**config.mk**
```make
export PLATFORM = sky130hd
export DESIGN_NAME = gpxr_top
export DESIGN_NICKNAME = d
export VERILOG_FILES = /design/src/hdl/gpxr_pkg.sv /design/src/hdl/gpxr_pin_if.sv /design/src/hdl/gpxr_sync.sv /design/src/hdl/gpxr_pin_watch.sv /design/src/hdl/gpxr_top.sv
export SDC_FILE = /design/constraint.sdc
export NUM_CORES = 1
export LEC_CHECK = 0
export BUFFER_PORTS_ARGS = -buffer_cell sky130_fd_sc_hd__buf_2
export CAP_MARGIN = 10
export CORE_UTILIZATION = 56
export CTS_CLUSTER_DIAMETER = 150
export DETAILED_ROUTE_END_ITERATION = 10
export PLACE_DENSITY = 0.75
export SETUP_SLACK_MARGIN = 0.3
export SLEW_MARGIN = 0
export SYNTH_ARGS = -nofsm -noshare
export SYNTH_HDL_FRONTEND = slang
export SYNTH_HIERARCHICAL = 1
export SYNTH_SLANG_ARGS = --single-unit
```
**constraint.sdc**
```tcl
create_clock -name MCLK -period 9.7 [get_ports MCLK]
set_input_delay 1.94 -clock MCLK [delete_from_list [all_inputs] [get_ports MCLK]]
set_output_delay 1.94 -clock MCLK [all_outputs]
set_load 0.01 [all_outputs]
```
**src/hdl/gpxr_pkg.sv**
```systemverilog
package gpxr_pkg;
	// Port geometry
	localparam int PINS = 8;
	localparam int SLAVE_ADDR_W = 7;
	localparam int ADDR_RW_BIT = 0;
	localparam int STAGE_OD_BIT = 0;
	localparam logic [3:0] BYTE_BITS = 4'h8;
	localparam logic [1:0] WARMUP_CYCLES = 2'h3;
	// Command pointer codes
	localparam logic [7:0] PTR_IN = 8'h00;
	localparam logic [7:0] PTR_OUT = 8'h01;
	localparam logic [7:0] PTR_INV = 8'h02;
	localparam logic [7:0] PTR_DIR = 8'h03;
	localparam logic [7:0] PTR_DRV_LO = 8'h40;
	localparam logic [7:0] PTR_DRV_HI = 8'h41;
	localparam logic [7:0] PTR_CAP = 8'h42;
	localparam logic [7:0] PTR_BIAS_EN = 8'h43;
	localparam logic [7:0] PTR_BIAS_SEL = 8'h44;
	localparam logic [7:0] PTR_BLOCK = 8'h45;
	localparam logic [7:0] PTR_SRC = 8'h46;
	localparam logic [7:0] PTR_STAGE = 8'h4f;
	// Reset values
	localparam logic [7:0] RST_PTR = 8'h00;
	localparam logic [7:0] RST_OUT = 8'hff;
	localparam logic [7:0] RST_INV = 8'h00;
	localparam logic [7:0] RST_DIR = 8'hff;
	localparam logic [7:0] RST_DRV = 8'hff;
	localparam logic [7:0] RST_CAP = 8'h00;
	localparam logic [7:0] RST_BIAS_EN = 8'hff;
	localparam logic [7:0] RST_BIAS_SEL = 8'hff;
	localparam logic [7:0] RST_BLOCK = 8'hff;
	localparam logic [7:0] RST_STAGE = 8'h00;
	// Serial link states and byte roles
	typedef enum logic [2:0] {S_IDLE, S_RX, S_RX_ACK, S_TX, S_TX_ACK} gpxr_link_e;
	typedef enum logic [1:0] {K_ADDR, K_CMD, K_DATA} gpxr_byte_e;
endpackage

```
**src/hdl/gpxr_pin_if.sv**
```systemverilog
`timescale 1ns/1ps
interface gpxr_pin_if;
	import gpxr_pkg::*;
	logic [PINS-1:0] live;
	logic [PINS-1:0] dir;
	logic [PINS-1:0] capture_en;
	logic [PINS-1:0] block;
	logic [PINS-1:0] value;
	logic [PINS-1:0] source;
	logic rd_clear;
	modport watch(input live, dir, capture_en, block, rd_clear, output value, source);
	modport ctrl(output live, dir, capture_en, block, rd_clear, input value, source);
endinterface

```
**src/hdl/gpxr_sync.sv**
```systemverilog
`timescale 1ns/1ps
module gpxr_sync #(
	parameter int WIDTH = 1
) (
	// Clock and reset
	input wire logic clk,
	input wire logic rst,
	// Asynchronous in, synchronous out
	input wire logic [WIDTH-1:0] d,
	output logic [WIDTH-1:0] q
);
	logic [WIDTH-1:0] meta;

	if (WIDTH < 1) begin : g_bad_width
		$error("gpxr_sync needs WIDTH of at least 1");
	end

	// Two stages; only the second stage is seen by logic
	always_ff @(posedge clk or posedge rst) begin
		if (rst) begin
			meta <= '0;
			q <= '0;
		end else begin
			meta <= d;
			q <= meta;
		end
	end
endmodule

```
**src/hdl/gpxr_pin_watch.sv**
```systemverilog
`timescale 1ns/1ps
module gpxr_pin_watch
	import gpxr_pkg::*;
(
	// Clock and reset
	input wire logic clk,
	input wire logic rst,
	// Pin state and configuration
	gpxr_pin_if.watch pins
);
	logic [PINS-1:0] snap;
	logic [PINS-1:0] cap_flag;
	logic [PINS-1:0] cap_val;
	logic [PINS-1:0] changed;
	logic [PINS-1:0] cap_set;
	logic [PINS-1:0] cap_use;
	logic [1:0] warm;
	logic armed;

	// Difference against the level last handed to the master
	assign armed = (warm == WARMUP_CYCLES);
	assign changed = pins.live ^ snap;
	assign cap_set = {PINS{armed}} & pins.dir & pins.capture_en & changed
		& (~cap_flag | {PINS{pins.rd_clear}});
	assign cap_use = cap_flag & pins.capture_en;

	// Hold off until the synchronisers carry real pin levels
	always_ff @(posedge clk or posedge rst) begin
		if (rst) begin
			warm <= '0;
		end else if (!armed) begin
			warm <= warm + 2'h1;
		end
	end

	// Reference level follows the pins until armed, then only on a port read
	always_ff @(posedge clk or posedge rst) begin
		if (rst) begin
			snap <= '0;
		end else if (!armed || pins.rd_clear) begin
			snap <= pins.live;
		end
	end

	// Captures survive a reverting pin; a new change beats the read clear
	always_ff @(posedge clk or posedge rst) begin
		if (rst) begin
			cap_flag <= '0;
			cap_val <= '0;
		end else begin
			cap_flag <= (pins.rd_clear ? '0 : cap_flag) | cap_set;
			cap_val <= (cap_val & ~cap_set) | (pins.live & cap_set);
		end
	end

	// Latched pins holding a capture show it, others the live level
	assign pins.value = (cap_use & cap_val) | (~cap_use & pins.live);
	// A captured change stays pending even after unlatching; outputs never count
	assign pins.source = {PINS{armed}} & pins.dir & ~pins.block
		& (cap_flag | (~pins.capture_en & changed));
endmodule

```
**src/hdl/gpxr_top.sv**
```systemverilog
`timescale 1ns/1ps
module gpxr_top
	import gpxr_pkg::*;
#(
	parameter logic [3:0] ADDR_BASE = 4'h4
) (
	// Clock and reset
	input wire logic MCLK,
	input wire logic SYS_RST,
	// Serial bus
	input wire logic SCL,
	input wire logic SDA_I,
	output logic SDA_O,
	output logic SDA_OE,
	// Address straps
	input wire logic [2:0] ADDR_STRAP,
	// Port pins
	input wire logic [PINS-1:0] PORT_PIN_I,
	output logic [PINS-1:0] PORT_PIN_O,
	output logic [PINS-1:0] PORT_PIN_OE,
	// Pad controls
	output logic [2*PINS-1:0] DRIVE_LEVEL,
	output logic [PINS-1:0] BIAS_ENABLE,
	output logic [PINS-1:0] BIAS_SELECT,
	// Open-drain interrupt
	output logic IRQ_N_O,
	output logic IRQ_N_OE
);
	// Synchronised inputs
	logic [1:0] bus_q;
	logic [2:0] strap_q;
	logic [PINS-1:0] pins_live;
	logic scl;
	logic sda;
	logic scl_d;
	logic sda_d;
	logic scl_rise;
	logic scl_fall;
	logic bus_start;
	logic bus_stop;

	// Link engine state
	gpxr_link_e link;
	gpxr_byte_e kind;
	logic [3:0] cnt;
	logic [7:0] shreg;
	logic rw;
	logic acked;
	logic sda_oe;
	logic [7:0] pointer;
	logic wr_stb;
	logic rd_clear;

	// Register file
	logic [7:0] out_level;
	logic [7:0] invert;
	logic [7:0] direction;
	logic [7:0] drv_lo;
	logic [7:0] drv_hi;
	logic [7:0] cap_en;
	logic [7:0] bias_en;
	logic [7:0] bias_sel;
	logic [7:0] block;
	logic stage;
	logic [7:0] port_val;
	logic [7:0] rd_byte;
	logic irq_active;

	gpxr_pin_if pw();

	// Bus lines and pins all come from outside MCLK
	gpxr_sync #(
		.WIDTH(2)
	) u_bus_sync (
		.clk(MCLK),
		.rst(SYS_RST),
		.d({SCL, SDA_I}),
		.q(bus_q)
	);

	gpxr_sync #(
		.WIDTH(3)
	) u_strap_sync (
		.clk(MCLK),
		.rst(SYS_RST),
		.d(ADDR_STRAP),
		.q(strap_q)
	);

	gpxr_sync #(
		.WIDTH(PINS)
	) u_pin_sync (
		.clk(MCLK),
		.rst(SYS_RST),
		.d(PORT_PIN_I),
		.q(pins_live)
	);

	gpxr_pin_watch u_watch (
		.clk(MCLK),
		.rst(SYS_RST),
		.pins(pw.watch)
	);

	assign scl = bus_q[1];
	assign sda = bus_q[0];

	// Previous bus levels for edge and condition detection
	always_ff @(posedge MCLK or posedge SYS_RST) begin
		if (SYS_RST) begin
			scl_d <= 1'b0;
			sda_d <= 1'b0;
		end else begin
			scl_d <= scl;
			sda_d <= sda;
		end
	end

	// Start and stop are data edges while the clock stays high
	assign scl_rise = scl & ~scl_d;
	assign scl_fall = ~scl & scl_d;
	assign bus_start = scl & scl_d & sda_d & ~sda;
	assign bus_stop = scl & scl_d & ~sda_d & sda;

	// Byte engine: receive shifts on clock rise; transmit shifts, drive and decide on clock fall
	always_ff @(posedge MCLK or posedge SYS_RST) begin
		if (SYS_RST) begin
			link <= S_IDLE;
			kind <= K_ADDR;
			cnt <= '0;
			shreg <= '0;
			rw <= 1'b0;
			acked <= 1'b0;
			sda_oe <= 1'b0;
			pointer <= RST_PTR;
			wr_stb <= 1'b0;
			rd_clear <= 1'b0;
		end else begin
			wr_stb <= 1'b0;
			rd_clear <= 1'b0;
			if (bus_start) begin
				// A repeated start restarts address reception at any point
				link <= S_RX;
				kind <= K_ADDR;
				cnt <= '0;
				sda_oe <= 1'b0;
			end else if (bus_stop) begin
				link <= S_IDLE;
				sda_oe <= 1'b0;
			end else begin
				unique case (link)
					S_IDLE: begin
						sda_oe <= 1'b0;
					end
					S_RX: begin
						if (scl_rise) begin
							shreg <= {shreg[6:0], sda};
							cnt <= cnt + 4'h1;
						end else if (scl_fall && cnt == BYTE_BITS) begin
							unique case (kind)
								K_ADDR: begin
									if (shreg[7:1] == {ADDR_BASE, strap_q}) begin
										rw <= shreg[ADDR_RW_BIT];
										sda_oe <= 1'b1;
										link <= S_RX_ACK;
									end else begin
										link <= S_IDLE;
									end
								end
								K_CMD: begin
									pointer <= shreg;
									sda_oe <= 1'b1;
									link <= S_RX_ACK;
								end
								K_DATA: begin
									wr_stb <= 1'b1;
									sda_oe <= 1'b1;
									link <= S_RX_ACK;
								end
							endcase
						end
					end
					S_RX_ACK: begin
						if (scl_fall) begin
							cnt <= '0;
							if (kind == K_ADDR && rw) begin
								// Read starts at the stored pointer
								shreg <= rd_byte;
								sda_oe <= ~rd_byte[7];
								link <= S_TX;
							end else begin
								sda_oe <= 1'b0;
								kind <= (kind == K_ADDR) ? K_CMD : K_DATA;
								link <= S_RX;
							end
						end
					end
					S_TX: begin
						if (scl_rise) begin
							cnt <= cnt + 4'h1;
						end else if (scl_fall) begin
							if (cnt == BYTE_BITS) begin
								sda_oe <= 1'b0;
								link <= S_TX_ACK;
							end else begin
								shreg <= {shreg[6:0], 1'b0};
								sda_oe <= ~shreg[6];
							end
						end
					end
					S_TX_ACK: begin
						if (scl_rise) begin
							acked <= ~sda;
							// Clear lands on the ack or nack clock rise
							rd_clear <= (pointer == PTR_IN);
						end else if (scl_fall) begin
							if (acked) begin
								cnt <= '0;
								shreg <= rd_byte;
								sda_oe <= ~rd_byte[7];
								link <= S_TX;
							end else begin
								link <= S_IDLE;
							end
						end
					end
					default: begin
						link <= S_IDLE;
						sda_oe <= 1'b0;
					end
				endcase
			end
		end
	end

	// Register writes; read-only and unmapped codes are acked but dropped
	always_ff @(posedge MCLK or posedge SYS_RST) begin
		if (SYS_RST) begin
			out_level <= RST_OUT;
			invert <= RST_INV;
			direction <= RST_DIR;
			drv_lo <= RST_DRV;
			drv_hi <= RST_DRV;
			cap_en <= RST_CAP;
			bias_en <= RST_BIAS_EN;
			bias_sel <= RST_BIAS_SEL;
			block <= RST_BLOCK;
			stage <= RST_STAGE[STAGE_OD_BIT];
		end else if (wr_stb) begin
			case (pointer)
				PTR_OUT: out_level <= shreg;
				PTR_INV: invert <= shreg;
				PTR_DIR: direction <= shreg;
				PTR_DRV_LO: drv_lo <= shreg;
				PTR_DRV_HI: drv_hi <= shreg;
				PTR_CAP: cap_en <= shreg;
				PTR_BIAS_EN: bias_en <= shreg;
				PTR_BIAS_SEL: bias_sel <= shreg;
				PTR_BLOCK: block <= shreg;
				PTR_STAGE: stage <= shreg[STAGE_OD_BIT];
				default: begin
					// Input port and status ignore writes
				end
			endcase
		end
	end

	// Configuration seen by the change watcher
	assign pw.live = pins_live;
	assign pw.dir = direction;
	assign pw.capture_en = cap_en;
	assign pw.block = block;
	assign pw.rd_clear = rd_clear;

	// Inversion applies to input pins only
	assign port_val = pw.value ^ (invert & direction);

	// Read selection; sampled only when a byte is loaded for sending
	always_comb begin
		case (pointer)
			PTR_IN: rd_byte = port_val;
			PTR_OUT: rd_byte = out_level;
			PTR_INV: rd_byte = invert;
			PTR_DIR: rd_byte = direction;
			PTR_DRV_LO: rd_byte = drv_lo;
			PTR_DRV_HI: rd_byte = drv_hi;
			PTR_CAP: rd_byte = cap_en;
			PTR_BIAS_EN: rd_byte = bias_en;
			PTR_BIAS_SEL: rd_byte = bias_sel;
			PTR_BLOCK: rd_byte = block;
			PTR_SRC: rd_byte = pw.source;
			PTR_STAGE: rd_byte = {7'h00, stage};
			default: rd_byte = 8'h00;
		endcase
	end

	// Interrupt line registered so it never glitches on pin noise
	always_ff @(posedge MCLK or posedge SYS_RST) begin
		if (SYS_RST) begin
			irq_active <= 1'b0;
		end else begin
			irq_active <= |pw.source;
		end
	end

	// Open-drain stages only ever pull low
	assign SDA_O = 1'b0;
	assign SDA_OE = sda_oe;
	assign IRQ_N_O = 1'b0;
	assign IRQ_N_OE = irq_active;

	// Output pins; open-drain mode releases the pin for a one
	assign PORT_PIN_O = out_level;
	assign PORT_PIN_OE = ~direction & (~{PINS{stage}} | ~out_level);

	// Pad strength and bias; bias is cut off in open-drain mode
	assign DRIVE_LEVEL = {drv_hi, drv_lo};
	assign BIAS_ENABLE = bias_en & ~{PINS{stage}};
	assign BIAS_SELECT = bias_sel;
endmodule

```
==> flow_summary.toml <==
[pwr]
powerDensity_nw_per_um2 = 174
p_leak_nw = 3.97
combPwrFrac_pct = 7.7
internal_power_w = 0.00116
clkPwrFrac_pct = 43.7
pwr-share-seq_pct = 48.6
swShare_pct = 27.0
p_switching_w = 0.000428
ir_drop_uv = 130

[routing]
ant_nets = 0
wl_um = 21100
drtPass1Iterations = 5
drtIter0Drc = 577
drcViolationCount = 0
dr_total_vias = 6007
wire_per_inst_um = 22.4
avgViaCountPerCell = 6.36

[final_layout]
layout.cells.non_filler = 944
final_common_cell = "dfrtp_1"
layout_common_cells = "102 x dfrtp_1, 98 x mux2_2, 64 x buf_2, 56 x dfstp_2, 54 x nand2_1"
n_antenna_cell = 0
areaGrowthSynthToFinish_pct = 12.6
drive_gt1_share_pct = 36.8
num-nets-final = 772

[setup_path]
cp_slowest_cell = "dfrtp_1"
cp.arrival_ns = 1.62
critPathBufInv = 1
startpoint_type = "flop"
cp.required_ns = 7.76
slowest_delay_ns = 0.83
critPathCaptureType = "output port"
path_delay_family = "flip-flops"
crit_chain = "a21oi_1 > buf_2"
rrSetupSlack_ns = 6.87
path_max_fanout = 18
worstSetupPathType = "flop to output port"

[grt]
grt-busiest-layer = "met2"
grt_pass1_wl_um = 33600
first_global_vias = 6029
grt.total_usage_pct = 30.2
use_met3_pct = 6.13
grt_max_degree = 65
overflow = 0
antenna_found_initial = 0
met1_usage_pct = 38.8
global_route.usage.met2_pct = 49.3

[clock_tree]
cts_resized = 0
root_buffer = "clkbuf_16"
cts_hold_buf = 0
cts_tree = "yes"
h-tree-depth = 4
cts.clk_slew.worst_paths_ns = 0.06
cts_buffers = 17
post_cts_buffers = 0
insertion_delay_ns = 0.42
clockBufferDepth = 2
cts_sinks = 158

[placement]
dp_hpwl_um = 14800
io_buffer_count = 64
dp.cells = 911
gp_congestion = 0.920

[sta]
min_period_ns = 3.56
setup_tns_ns = 0
slew_headroom_pct = 31.1
finalHoldViolCount = 0
tightest_slew_ns = 1.03
finClkSkew_ns = 0.00594
slew_viol_final = 0
fmax_ghz = 0.281
setup_violations = 0
period_share_pct = 36.7
rsz0062_at_grt = "no"

[synth]
synth_top_cell_by_area = "dfrtp_1"
ys_seq_area_share_pct = 49.7
synth_top_cell_area_share_pct = 31.5
ys_warn_count = 6
syn_area_um2 = 8100
ys_async_sr_fraction_pct = 100
synth_edf_count = 0
synth-main-ff-cell = "dfrtp_1"
synth_cell_types = 76
synth_cells = 703
yosys-top-cells-area = "dfrtp_1 32%, dfstp_2 18%, mux2_2 14%, nand2_1 2.5%, nor2b_1 1.9%"
syn_area_per_cell_um2 = 11.5
ys_ff_latch = 158

[floorplanning]
die-area_um2 = 15000
fp.dieW_um = 122
die_h_um = 122
pin_count = 67
start_util_pct = 57.9
core_um2 = 14000
core.rowCount = 43

[status]
status = "completed"

[worst_hold_path]
hold_class = "flop to flop"

[job]
max_cap_violations = 0
[path summary, 6_finish.rpt]
kind	startpoint	end	cells after the start
worst max-delay path	stage	PORT_PIN_OE[6]	2
worst min-delay path	u_bus_sync/meta[1]	u_bus_sync/q[1]	0
worst max register to register	pointer[2]	SDA_OE	7
worst min register to register	u_bus_sync/meta[1]	u_bus_sync/q[1]	0
max in group asynchronous	SYS_RST	cap_en[7]	3
min in group asynchronous	SYS_RST	u_bus_sync/meta[0]	2
[worst reg2reg max path, stage by stage, from the launching register on]
cell and delay (ns):
dfrtp_1 0.62, buf_4 0.34, or3b_2 0.47, o21ai_0 0.19, o32ai_1 0.10, o21ai_0 0.53, o41ai_1 0.16, mux2_2 0.29
[per-stage QoR]
step / hold WS (ns) / worst slack, ns / power (W) / area, um^2 / util, %
3_3_place_gp: 0.332 / 6.44 / 0.000894 / 8500 / 60.7
2_1_floorplan: 0.331 / 5.06 / 0.000846 / 8110 / -
4_1_cts: 0.349 / 6.12 / 0.00159 / 9110 / 65.2
6_report: 0.346 / 6.14 / 0.00159 / 9120 / 65.2
5_1_grt: 0.355 / 6.05 / 0.00165 / 9120 / 65.2
3_5_place_dp: 0.336 / 6.37 / 0.000903 / 8500 / 60.7
[cell families (layout without fill, tap and decap cells)]
family | after synthesis | after routing | share of synthesized area (%)
flops | 158 | 158 | 49.7
compound gates | 138 | 138 | 12.6
xor+xnor | 18 | 18 | 1.95
buf+inv | 55 | 115 | 3.07
fa+ha+maj | 7 | 7 | 1.05
other cells | 1 | 2 | 0.0463
simple gates | 202 | 202 | 13.8
mux | 124 | 124 | 17.8
[cell usage after synthesis (all sizes together), types with 5 or more instances]
library cell,n
o21ai,24
ha,6
a31oi,5
clkbuf,22
nand3,29
a2bb2oi,10
dfstp,56
nand2,54
nor2b,25
nor2,24
xnor2,12
xor2,6
nor3,7
buf,20
nor3b,11
inv,13
o31ai,9
and2,5
mux2i,14
nor4,7
o221ai,9
dfrtp,102
a21oi,20
and4b,8
nand2b,9
a32oi,6
o21bai,18
mux2,107
[cell type report]
cell class	count	area [um^2]
fillers	1115	4870
flip-flops and latches	158	4020
multi-input cells	491	3840
clock buffers	19	453
repair buffers	70	365
well taps	180	225
clock inverters	13	164
inverters	13	51.3
[per-layer routing]
metal / wire length [um] / part of all wire (%)
met1: 8750 / 41
met3: 1200 / 5.7
met4: 679 / 3.2
met2: 10500 / 50
met5: 0 / 0
[power groups by stage]
stage	combinational, W	sequential (W)	clock [W]
after CTS	0.000122	0.000770	0.000701
after detailed placement	0.000122	0.000781	0
after global placement	0.000115	0.000778	0
final	0.000122	0.000771	0.000694
after global routing	0.000138	0.000777	0.000731
after floorplan	0.000128	0.000718	0
Power figures use the tool's default switching activity.
